`src/irq_prio_pkg.sv`:
```
// package: register map, field layout and reset values of the priority group
package irq_prio_pkg;

  // =====================================================================
  // register map
  // =====================================================================
  localparam int          NUM_REGS   = 6;
  localparam int          ADDR_W     = 5;
  localparam logic [4:0]  OFS_GRP5   = 5'h00;
  localparam logic [4:0]  OFS_GRP6   = 5'h04;
  localparam logic [4:0]  OFS_GRP7   = 5'h08;
  localparam logic [4:0]  OFS_GRP8   = 5'h0C;
  localparam logic [4:0]  OFS_GRP9   = 5'h10;
  localparam logic [4:0]  OFS_GRP10  = 5'h14;

  // =====================================================================
  // field layout
  // =====================================================================
  localparam int          FIELD_W    = 3;
  localparam int          FIELDS     = 4;
  localparam int          FLD3_LSB   = 12;
  localparam int          FLD2_LSB   = 8;
  localparam int          FLD1_LSB   = 4;
  localparam int          FLD0_LSB   = 0;
  localparam logic [15:0] IMPL_MASK  = 16'h7777;
  localparam logic [2:0]  PRIO_RESET = 3'h4;
  localparam logic [2:0]  PRIO_OFF   = 3'h0;
  localparam logic [15:0] REG_RESET  = 16'h4444;

endpackage

```
`src/prio_field.sv`:
```
// one 3-bit priority field with its enable decode
`timescale 1ns/1ps
module prio_field
  import irq_prio_pkg::*;
(
  input  wire logic               clk,
  input  wire logic               rstN,
  input  wire logic               wrEn,
  input  wire logic [FIELD_W-1:0] wrData,
  output logic      [FIELD_W-1:0] level,
  output logic                    srcEnable
);

  typedef struct packed {
    logic [FIELD_W-1:0] level;
  } field_s;

  field_s state_q;
  field_s state_d;

  always_comb begin
    state_d = state_q;
    if (wrEn) begin
      state_d.level = wrData;
    end
  end

  always_ff @(posedge clk or negedge rstN) begin
    if (!rstN) begin
      state_q <= '{level: PRIO_RESET}; // see RL5
    end else begin
      state_q <= state_d;
    end
  end

  // code is the level itself: 7 highest, 1 lowest, 0 off
  assign level     = state_q.level;                 // see RL1 see RL2
  assign srcEnable = (state_q.level != PRIO_OFF);   // see RL3

  a_zero_disables: assert property (@(posedge clk) disable iff (!rstN) // see RL3
    wrEn |=> srcEnable == ($past(wrData) != 3'h0)) else $error("enable does not follow level");
  a_write_loads: assert property (@(posedge clk) disable iff (!rstN) // see RL12
    wrEn |=> level == $past(wrData)) else $error("field write lost");

endmodule

```
`src/irq_priority_regs.sv`:
```
// top: six interrupt priority registers behind a classic wishbone slave
`timescale 1ns/1ps
// =====================================================================
// Overview of operation
// RL1 - A field is three bits and code 111 gives its source the top level, 7.
// RL2 - Code 001 is the lowest enabled level 1, codes in between map straight to levels 2 to 6.
// RL3 - Code 000 turns the source off so it never raises a request.
// RL4 - Bits 15, 11, 7 and 3 of each register are not built and read as zero.
// RL5 - At reset each field loads 100, priority 4.
// RL6 - Group 5 holds capture 8, capture 7, converter 2 done and external irq 1, top to bottom.
// RL7 - Group 6 holds timer 4, compare 4, compare 3 and dma channel 2 done.
// RL8 - Group 7 holds serial 2 transmit, serial 2 receive, external irq 2 and timer 5.
// RL9 - Group 8 holds can 1 event, can 1 receive ready, spi 2 event and spi 2 error.
// RL10 - Group 9 holds capture 5, capture 4, capture 3 and dma channel 3 done.
// RL11 - Group 10 holds compare 7, compare 6, compare 5 and capture 6.
// RL12 - Writes to unbuilt bits are dropped and every field is driven out continuously.
// =====================================================================
module irq_priority_regs
  import irq_prio_pkg::*;
(
  input  wire logic        clk,
  input  wire logic        rst_n,
  input  wire logic        wb_cyc_i,
  input  wire logic        wb_stb_i,
  input  wire logic        wb_we_i,
  input  wire logic [4:0]  wb_adr_i,
  input  wire logic [31:0] wb_dat_i,
  input  wire logic [3:0]  wb_sel_i,
  output logic      [31:0] wb_dat_o,
  output logic             wb_ack_o,
  output logic             wb_err_o,
  output logic [2:0]       capture8_priority,
  output logic [2:0]       capture7_priority,
  output logic [2:0]       converter2_done_priority,
  output logic [2:0]       ext_irq1_priority,
  output logic [2:0]       timer4_priority,
  output logic [2:0]       compare4_priority,
  output logic [2:0]       compare3_priority,
  output logic [2:0]       dma_ch2_done_priority,
  output logic [2:0]       serial2_tx_priority,
  output logic [2:0]       serial2_rx_priority,
  output logic [2:0]       ext_irq2_priority,
  output logic [2:0]       timer5_priority,
  output logic [2:0]       can1_event_priority,
  output logic [2:0]       can1_rx_ready_priority,
  output logic [2:0]       spi2_event_priority,
  output logic [2:0]       spi2_error_priority,
  output logic [2:0]       capture5_priority,
  output logic [2:0]       capture4_priority,
  output logic [2:0]       capture3_priority,
  output logic [2:0]       dma_ch3_done_priority,
  output logic [2:0]       compare7_priority,
  output logic [2:0]       compare6_priority,
  output logic [2:0]       compare5_priority,
  output logic [2:0]       capture6_priority,
  output logic [23:0]      sourceEnable
);

  // =====================================================================
  // reset release
  // =====================================================================
  logic rstMeta_q;
  logic rstSync_q;

  always_ff @(posedge clk or negedge rst_n) begin
    if (!rst_n) begin
      rstMeta_q <= 1'b0;
      rstSync_q <= 1'b0;
    end else begin
      rstMeta_q <= 1'b1;
      rstSync_q <= rstMeta_q;
    end
  end

  // =====================================================================
  // bus slave state
  // =====================================================================
  typedef struct packed {
    logic        ack;
    logic        err;
    logic [31:0] rdata;
  } bus_s;

  bus_s bus_q;
  bus_s bus_d;

  logic              req;
  logic              regHit;
  logic [2:0]        regIdx;
  logic [15:0]       readWord;
  logic [15:0]       regWord [NUM_REGS];
  logic [NUM_REGS*FIELDS*FIELD_W-1:0] levelsFlat;
  logic [NUM_REGS*FIELDS-1:0]         fieldWr;

  assign req = wb_cyc_i && wb_stb_i && !bus_q.ack && !bus_q.err;

  always_comb begin
    regHit = 1'b1;
    regIdx = 3'd0;
    unique case (wb_adr_i)
      OFS_GRP5:  regIdx = 3'd0;
      OFS_GRP6:  regIdx = 3'd1;
      OFS_GRP7:  regIdx = 3'd2;
      OFS_GRP8:  regIdx = 3'd3;
      OFS_GRP9:  regIdx = 3'd4;
      OFS_GRP10: regIdx = 3'd5;
      default:   regHit = 1'b0;
    endcase
  end

  // =====================================================================
  // priority fields
  // =====================================================================
  genvar r;
  genvar f;
  generate
    for (r = 0; r < NUM_REGS; r++) begin : g_reg
      for (f = 0; f < FIELDS; f++) begin : g_fld
        // low byte lane holds fields 0-1, upper lane fields 2-3
        assign fieldWr[r*FIELDS+f] = req && wb_we_i && regHit && (regIdx == 3'(r))
                                     && wb_sel_i[f/2];
        prio_field u_field (
          .clk       (clk),
          .rstN      (rstSync_q),
          .wrEn      (fieldWr[r*FIELDS+f]),
          .wrData    (wb_dat_i[f*4 +: FIELD_W]),   // see RL12
          .level     (levelsFlat[(r*FIELDS+f)*FIELD_W +: FIELD_W]),
          .srcEnable (sourceEnable[r*FIELDS+f])    // see RL3
        );
        // bit 3 of each nibble stays zero
        assign regWord[r][f*4 +: 4] = {1'b0, levelsFlat[(r*FIELDS+f)*FIELD_W +: FIELD_W]}; // see RL4

        a_field_holds: assert property (@(posedge clk) disable iff (!rstSync_q) // see RL12
          !fieldWr[r*FIELDS+f] |=> $stable(levelsFlat[(r*FIELDS+f)*FIELD_W +: FIELD_W]))
          else $error("field changed without a write");
      end
    end
  endgenerate

  assign readWord = regWord[regIdx] & IMPL_MASK; // see RL4

  always_comb begin
    bus_d       = bus_q;
    bus_d.ack   = 1'b0;
    bus_d.err   = 1'b0;
    if (req) begin
      bus_d.ack = regHit;
      bus_d.err = !regHit;
      if (!wb_we_i) begin
        bus_d.rdata = regHit ? {16'h0000, readWord} : 32'h0000_0000;
      end
    end
  end

  always_ff @(posedge clk or negedge rstSync_q) begin
    if (!rstSync_q) begin
      bus_q <= '{ack: 1'b0, err: 1'b0, rdata: 32'h0000_0000};
    end else begin
      bus_q <= bus_d;
    end
  end

  assign wb_ack_o = bus_q.ack;
  assign wb_err_o = bus_q.err;
  assign wb_dat_o = bus_q.rdata;

  // =====================================================================
  // field outputs
  // =====================================================================
  // field index = reg*4 + (0 for bits 2-0 ... 3 for bits 14-12)
  assign ext_irq1_priority        = levelsFlat[0*3 +: 3];  // see RL6
  assign converter2_done_priority = levelsFlat[1*3 +: 3];  // see RL6
  assign capture7_priority        = levelsFlat[2*3 +: 3];  // see RL6
  assign capture8_priority        = levelsFlat[3*3 +: 3];  // see RL6
  assign dma_ch2_done_priority    = levelsFlat[4*3 +: 3];  // see RL7
  assign compare3_priority        = levelsFlat[5*3 +: 3];  // see RL7
  assign compare4_priority        = levelsFlat[6*3 +: 3];  // see RL7
  assign timer4_priority          = levelsFlat[7*3 +: 3];  // see RL7
  assign timer5_priority          = levelsFlat[8*3 +: 3];  // see RL8
  assign ext_irq2_priority        = levelsFlat[9*3 +: 3];  // see RL8
  assign serial2_rx_priority      = levelsFlat[10*3 +: 3]; // see RL8
  assign serial2_tx_priority      = levelsFlat[11*3 +: 3]; // see RL8
  assign spi2_error_priority      = levelsFlat[12*3 +: 3]; // see RL9
  assign spi2_event_priority      = levelsFlat[13*3 +: 3]; // see RL9
  assign can1_rx_ready_priority   = levelsFlat[14*3 +: 3]; // see RL9
  assign can1_event_priority      = levelsFlat[15*3 +: 3]; // see RL9
  assign dma_ch3_done_priority    = levelsFlat[16*3 +: 3]; // see RL10
  assign capture3_priority        = levelsFlat[17*3 +: 3]; // see RL10
  assign capture4_priority        = levelsFlat[18*3 +: 3]; // see RL10
  assign capture5_priority        = levelsFlat[19*3 +: 3]; // see RL10
  assign capture6_priority        = levelsFlat[20*3 +: 3]; // see RL11
  assign compare5_priority        = levelsFlat[21*3 +: 3]; // see RL11
  assign compare6_priority        = levelsFlat[22*3 +: 3]; // see RL11
  assign compare7_priority        = levelsFlat[23*3 +: 3]; // see RL11

  // =====================================================================
  // checks: bus answers
  // =====================================================================
  a_answer_next: assert property (@(posedge clk) disable iff (!rstSync_q)
    req |=> wb_ack_o != wb_err_o)
    else $error("request not answered");

  a_idle_quiet: assert property (@(posedge clk) disable iff (!rstSync_q)
    !(wb_cyc_i && wb_stb_i) |=> !wb_ack_o && !wb_err_o)
    else $error("answer without request");

  a_answer_excl: assert property (@(posedge clk) disable iff (!rstSync_q)
    !(wb_ack_o && wb_err_o))
    else $error("ack and err together");

  a_ack_one: assert property (@(posedge clk) disable iff (!rstSync_q) // see RL12
    wb_ack_o || wb_err_o |=> !wb_ack_o && !wb_err_o)
    else $error("answer longer than one cycle");

  a_err_unmapped: assert property (@(posedge clk) disable iff (!rstSync_q)
    req && !regHit |=> wb_err_o && !wb_ack_o)
    else $error("unmapped place not refused");

  a_dat_holds: assert property (@(posedge clk) disable iff (!rstSync_q)
    !(req && !wb_we_i) |=> $stable(wb_dat_o))
    else $error("read data moved without a read");

  a_reserved_zero: assert property (@(posedge clk) disable iff (!rstSync_q) // see RL4
    wb_ack_o |-> (wb_dat_o & ~{16'h0000, IMPL_MASK}) == 32'h0000_0000)
    else $error("unbuilt bit reads one");

  // =====================================================================
  // checks: reset, write filtering and enable decode
  // =====================================================================
  a_reset_level: assert property (@(posedge clk) // see RL5
    $rose(rstSync_q) |-> levelsFlat == {NUM_REGS*FIELDS{PRIO_RESET}} && &sourceEnable)
    else $error("reset level wrong");

  a_reset_bus: assert property (@(posedge clk)
    $rose(rstSync_q) |-> !wb_ack_o && !wb_err_o && wb_dat_o == 32'h0000_0000)
    else $error("bus answer left over from reset");

  a_unmapped_keeps: assert property (@(posedge clk) disable iff (!rstSync_q) // see RL12
    req && wb_we_i && !regHit |=> $stable(levelsFlat))
    else $error("unmapped write changed a field");

  a_upper_lanes: assert property (@(posedge clk) disable iff (!rstSync_q) // see RL12
    req && wb_we_i && wb_sel_i[1:0] == 2'b00 |=> $stable(levelsFlat))
    else $error("upper byte lanes wrote a field");

  a_read_keeps: assert property (@(posedge clk) disable iff (!rstSync_q) // see RL12
    req && !wb_we_i |=> $stable(levelsFlat))
    else $error("read changed a field");

  a_top_level: assert property (@(posedge clk) disable iff (!rstSync_q) // see RL1
    timer4_priority == 3'h7 |-> sourceEnable[7])
    else $error("level 7 not enabled");

  a_low_level: assert property (@(posedge clk) disable iff (!rstSync_q) // see RL2
    compare3_priority == 3'h1 |-> sourceEnable[5])
    else $error("level 1 not enabled");

  a_off_level: assert property (@(posedge clk) disable iff (!rstSync_q) // see RL3
    capture6_priority == 3'h0 |-> !sourceEnable[20])
    else $error("level 0 enabled");

  // =====================================================================
  // checks: field layout
  // =====================================================================
  a_grp5_map: assert property (@(posedge clk) disable iff (!rstSync_q) // see RL6
    req && wb_we_i && wb_adr_i == OFS_GRP5 && wb_sel_i[1:0] == 2'b11
    |=> capture8_priority == $past(wb_dat_i[14:12])
    && capture7_priority == $past(wb_dat_i[10:8])
    && converter2_done_priority == $past(wb_dat_i[6:4])
    && ext_irq1_priority == $past(wb_dat_i[2:0]))
    else $error("group 5 layout");

  a_grp6_map: assert property (@(posedge clk) disable iff (!rstSync_q) // see RL7
    req && wb_we_i && wb_adr_i == OFS_GRP6 && wb_sel_i[1:0] == 2'b11
    |=> timer4_priority == $past(wb_dat_i[14:12])
    && compare4_priority == $past(wb_dat_i[10:8])
    && compare3_priority == $past(wb_dat_i[6:4])
    && dma_ch2_done_priority == $past(wb_dat_i[2:0]))
    else $error("group 6 layout");

  a_grp7_map: assert property (@(posedge clk) disable iff (!rstSync_q) // see RL8
    req && wb_we_i && wb_adr_i == OFS_GRP7 && wb_sel_i[1:0] == 2'b11
    |=> serial2_tx_priority == $past(wb_dat_i[14:12])
    && serial2_rx_priority == $past(wb_dat_i[10:8])
    && ext_irq2_priority == $past(wb_dat_i[6:4])
    && timer5_priority == $past(wb_dat_i[2:0]))
    else $error("group 7 layout");

  a_grp8_map: assert property (@(posedge clk) disable iff (!rstSync_q) // see RL9
    req && wb_we_i && wb_adr_i == OFS_GRP8 && wb_sel_i[1:0] == 2'b11
    |=> can1_event_priority == $past(wb_dat_i[14:12])
    && can1_rx_ready_priority == $past(wb_dat_i[10:8])
    && spi2_event_priority == $past(wb_dat_i[6:4])
    && spi2_error_priority == $past(wb_dat_i[2:0]))
    else $error("group 8 layout");

  a_grp9_map: assert property (@(posedge clk) disable iff (!rstSync_q) // see RL10
    req && wb_we_i && wb_adr_i == OFS_GRP9 && wb_sel_i[1:0] == 2'b11
    |=> capture5_priority == $past(wb_dat_i[14:12])
    && capture4_priority == $past(wb_dat_i[10:8])
    && capture3_priority == $past(wb_dat_i[6:4])
    && dma_ch3_done_priority == $past(wb_dat_i[2:0]))
    else $error("group 9 layout");

  a_grp10_map: assert property (@(posedge clk) disable iff (!rstSync_q) // see RL11
    req && wb_we_i && wb_adr_i == OFS_GRP10 && wb_sel_i[1:0] == 2'b11
    |=> compare7_priority == $past(wb_dat_i[14:12])
    && compare6_priority == $past(wb_dat_i[10:8])
    && compare5_priority == $past(wb_dat_i[6:4])
    && capture6_priority == $past(wb_dat_i[2:0]))
    else $error("group 10 layout");

  a_grp5_read: assert property (@(posedge clk) disable iff (!rstSync_q) // see RL6
    req && !wb_we_i && wb_adr_i == OFS_GRP5 |=> wb_dat_o == {16'h0000, 1'b0, capture8_priority,
      1'b0, capture7_priority, 1'b0, converter2_done_priority, 1'b0, ext_irq1_priority})
    else $error("group 5 read layout");

  a_grp6_read: assert property (@(posedge clk) disable iff (!rstSync_q) // see RL7
    req && !wb_we_i && wb_adr_i == OFS_GRP6 |=> wb_dat_o == {16'h0000, 1'b0, timer4_priority,
      1'b0, compare4_priority, 1'b0, compare3_priority, 1'b0, dma_ch2_done_priority})
    else $error("group 6 read layout");

  a_grp7_read: assert property (@(posedge clk) disable iff (!rstSync_q) // see RL8
    req && !wb_we_i && wb_adr_i == OFS_GRP7 |=> wb_dat_o == {16'h0000, 1'b0, serial2_tx_priority,
      1'b0, serial2_rx_priority, 1'b0, ext_irq2_priority, 1'b0, timer5_priority})
    else $error("group 7 read layout");

  a_grp8_read: assert property (@(posedge clk) disable iff (!rstSync_q) // see RL9
    req && !wb_we_i && wb_adr_i == OFS_GRP8 |=> wb_dat_o == {16'h0000, 1'b0, can1_event_priority,
      1'b0, can1_rx_ready_priority, 1'b0, spi2_event_priority, 1'b0, spi2_error_priority})
    else $error("group 8 read layout");

  a_grp9_read: assert property (@(posedge clk) disable iff (!rstSync_q) // see RL10
    req && !wb_we_i && wb_adr_i == OFS_GRP9 |=> wb_dat_o == {16'h0000, 1'b0, capture5_priority,
      1'b0, capture4_priority, 1'b0, capture3_priority, 1'b0, dma_ch3_done_priority})
    else $error("group 9 read layout");

  a_grp10_read: assert property (@(posedge clk) disable iff (!rstSync_q) // see RL11
    req && !wb_we_i && wb_adr_i == OFS_GRP10 |=> wb_dat_o == {16'h0000, 1'b0, compare7_priority,
      1'b0, compare6_priority, 1'b0, compare5_priority, 1'b0, capture6_priority})
    else $error("group 10 read layout");

  c_write: cover property (@(posedge clk) req && wb_we_i && regHit);
  c_read: cover property (@(posedge clk) req && !wb_we_i && regHit);
  c_unmapped: cover property (@(posedge clk) wb_err_o);
  c_disable: cover property (@(posedge clk) sourceEnable == 24'h00_0000);
  c_lane_split: cover property (@(posedge clk) req && wb_we_i && regHit && wb_sel_i[1:0] == 2'b01);

endmodule

```
`config.mk`:
```
export PLATFORM = sky130hd
export DESIGN_NAME = irq_priority_regs
export DESIGN_NICKNAME = d
export VERILOG_FILES = /design/src/irq_prio_pkg.sv /design/src/prio_field.sv /design/src/irq_priority_regs.sv
export SDC_FILE = /design/constraint.sdc
export NUM_CORES = 1
export LEC_CHECK = 0
export BUFFER_PORTS_ARGS = -buffer_cell sky130_fd_sc_hd__buf_2
export CAP_MARGIN = 20
export CELL_PAD_IN_SITES_DETAIL_PLACEMENT = 1
export CELL_PAD_IN_SITES_GLOBAL_PLACEMENT = 1
export CORE_UTILIZATION = 38
export DETAILED_ROUTE_END_ITERATION = 12
export GPL_TIMING_DRIVEN = 0
export PLACE_DENSITY = 0.85
export SETUP_SLACK_MARGIN = 0.5
export SYNTH_ARGS = -nofsm -noshare
export SYNTH_HDL_FRONTEND = slang
export SYNTH_SLANG_ARGS = --single-unit
```
`constraint.sdc`:
```
create_clock -name clk -period 3.7 [get_ports clk]
set_input_delay 0.185 -clock clk [delete_from_list [all_inputs] [get_ports clk]]
set_output_delay 0.185 -clock clk [all_outputs]
set_load 0.005 [all_outputs]
```
==> summary.md <==
| Metric | Value |
|---|---|
| Final setup fails | `0` |
| Placed cell area | `0.00539 mm^2` |
| Violation count after the first detailed-route iteration | `167` |
| Slew @ Worst Pin | `0.879 ns` |
| Residual DRC | `0` |
| Quantity of gates resized following cts | `0` |
| Worst setup EP type | `register` |
| Longest Clk Path Bufs | `2` |
| Core footprint | `0.0114 mm^2` |
| Die Y | `110 um` |
| Num rows | `39` |
| Maximum vdd drop | `0.000165 V` |
| Largest net degree at the start of global routing | `47` |
| Finished Cell Area | `0.00567 mm^2` |
| Fmax | `440 MHz` |
| Hold Violations, Final | `0` |
| # Max-Cap Violations | `0` |
| H-tree depth | `3` |
| Yosys Warn Count | `0` |
| Total grt overflow | `0` |
| Tcrit/Tclk final | `61.5%` |
| Yosys reg bits | `88` |
| DRT antenna net count | `0` |
| Placement Setup Slack | `1.13 ns` |
| Io pins | `176` |
| Clk_lat worst skew | `0.34 ns` |
| Worst setup SP type | `input pin` |
| Area Growth Syn to Fin | `27.5%` |
| Sequential area share after synthesis | `50.2%` |
| Yosys top cell by area | `dfrtp_1` |
| Total CTS buffers | `9` |
| Synthesized area | `0.00445 mm^2` |
| Top-area cell type share of the netlist area | `36.0%` |
| RSZ-0062 raised after global routing | `no` |
| Vias in the first global route | `3,571` |
| Post-layout nets | `571` |
| CTS tree | `done` |
| Fin crit period | `2.28 ns` |
| Total GRT Usage | `22.8%` |
| Arrival time worst endpoint | `2.49 ns` |
| Worst Clk Skew | `0.00816 ns` |
| Detailed placement HPWL | `9820 um` |
| Crit path max fanout | `10` |
| Root Buffer | `clkbuf_16` |
| Vias post-DR | `3,544` |
| DR WL/cell | `19.7 um` |
| Static Leak | `3.05 nW` |
| First-pass GRT wire length | `20,200 um` |
| DIE AREA | `0.0121 mm^2` |
| Via-per-instance ratio | `5.26` |
| Worst EP required | `3.92 ns` |
| Fill cells | `1,282` |
| Hold WC Path Type | `in -> async` |
| Yosys cell types | `32` |
| Routed WL | `13,300 um` |
| Setup TNS | `0 ns` |
| PortBufs | `133` |
| Initial antenna violation count | `1` |
| Pins Over Slew Limit | `0` |
| Largest cells by area after synthesis | `dfrtp_1 36%, mux2_2 20%, dfstp_2 14%, buf_4 7.4%, or3_1 3.8%` |
| Post-synthesis average cell area | `12.4 um^2` |
| Final core occ | `49.7%` |
| Clock-pin slew on the worst setup and hold paths | `0.06 ns` |
| Slew margin rel. | `40.6%` |
| Fraction of layout instances using a drive strength above 1 | `57.5%` |
| Status | `complete, no violations` |
| Pwr dens | `414 mW/mm^2` |
| Gate Count Post-Synth | `360` |
| Pre-Repair DR Iteration Count | `7` |
| Routability cong. | `0.844` |
| Final worst slack | `1.42 ns` |
| Initial Utilization | `38.9%` |
| Pwr Total | `2.35 mW` |
| CP Class | `in -> reg` |
| Die X | `110 um` |
| Clock Sink Count | `88` |
## sequential cells by signal (all words and copies together) (netlist names)
signal                 cells
g.g_fld.u_field.level     72
rstMeta_q                  1
rstSync_q                  1
wb_ack_o                   1
wb_dat_o                  12
wb_err_o                   1
## logic make-up (layout without fill, tap and decap cells)
family / count (synthesis) / after routing / share of synthesized area, %
AND/OR/NAND/NOR: 72 / 72 / 9.82
multiplexers: 97 / 97 / 24.2
flip-flops: 88 / 88 / 50.2
AO/OA/AOI/OAI: 39 / 39 / 6.53
buffers and inverters: 62 / 213 / 9.06
other: 2 / 22 / 0.169
## routing by layer
| metal | GRT usage [%] | vias up | wire length, um |
|---|---|---|---|
| met5 | 0 | - | 12 |
| met4 | 10.1 | 2 | 321 |
| met3 | 4.17 | 24 | 731 |
| met2 | 38.6 | 120 | 6720 |
| met1 | 28.4 | 1805 | 5520 |
| li1 | - | 1593 | - |
## critical path, stage by stage
cell and delay (ns):
buf_2 0.10, clkbuf_1 0.46, buf_1 0.65, nand2_1 0.17, nor2_1 0.52, mux2_2 0.41
## synthesized netlist by cell type, drive strengths merged
cell / count
o21ai: 12
dfstp: 24
nor2: 17
a221oi: 11
mux2: 85
or2: 1
conb: 2
o221ai: 11
inv: 1
and4bb: 1
nand3: 2
nor4b: 1
o21a: 2
buf: 49
a211oi: 1
or3: 27
a222oi: 1
nand4bb: 1
a21oi: 1
dfrtp: 64
mux2i: 12
nand2: 12
and2: 2
or4b: 2
nor4: 2
or3b: 2
clkbuf: 12
nor3: 2
## stage by stage
stage / std cells / hold WS, ns
after floorplan: 379 / -0.111
after global placement: 655 / -0.0292
after detailed placement: 656 / -0.0245
after CTS: 673 / 0.152
after global routing: 673 / 0.161
final: 674 / 0.158
## worst paths after layout
check / cells after the start / to / slack [ns] / start
max in group asynchronous: 1 / g_reg[5].g_fld[3].u_field.level[2] / 2.67 / rstSync_q
min in group clk: 3 / wb_err_o / 0.16 / wb_stb_i
max: 6 / g_reg[3].g_fld[0].u_field.level[0] / 1.42 / wb_adr_i[2]
min reg2reg: 0 / g_reg[2].g_fld[0].u_field.level[0] / 0.32 / rstSync_q
min: 2 / rstSync_q / 0.16 / rst_n
max reg2reg: 4 / g_reg[0].g_fld[2].u_field.level[0] / 1.46 / wb_err_o
## report_power, final
group	total (mW)	switching (mW)	leakage, nW	internal, mW
clock network	0.849	0.357	0.134	0.492
registers	1.11	0.0689	1.11	1.04
logic	0.390	0.176	1.81	0.214
total	2.35	0.602	3.05	1.75
## final cells by class
class	count	area, um^2	share of cell area (%)
clock inverters	1	5.00	0.0882
repair buffers	135	696	12.3
clock buffers	15	268	4.72
multi-input cells	229	1880	33.2
well taps	143	179	3.15
inverters	1	3.75	0.0662
diodes	1	2.50	0.0441
plain buffers	61	399	7.04
flip-flops and latches	88	2240	39.4
## cells in the final DEF (no fill, tap or decap), drive strengths merged, types with 11 or more instances in the layout
master	count
mux2	85
dfstp	24
nand2	12
o21ai	12
nor2	17
clkbuf	27
a221oi	11
mux2i	12
conb	21
or3	27
o221ai	11
dfrtp	64
buf	183
## timing repair
action | in CTS | in global routing
setup endpoints to repair | 0 | 0
hold buffers | 1 | 0
hold endpoints to repair | 2 | 0
buffers inserted | 0 | 0
(Power assumes the default switching activity.)
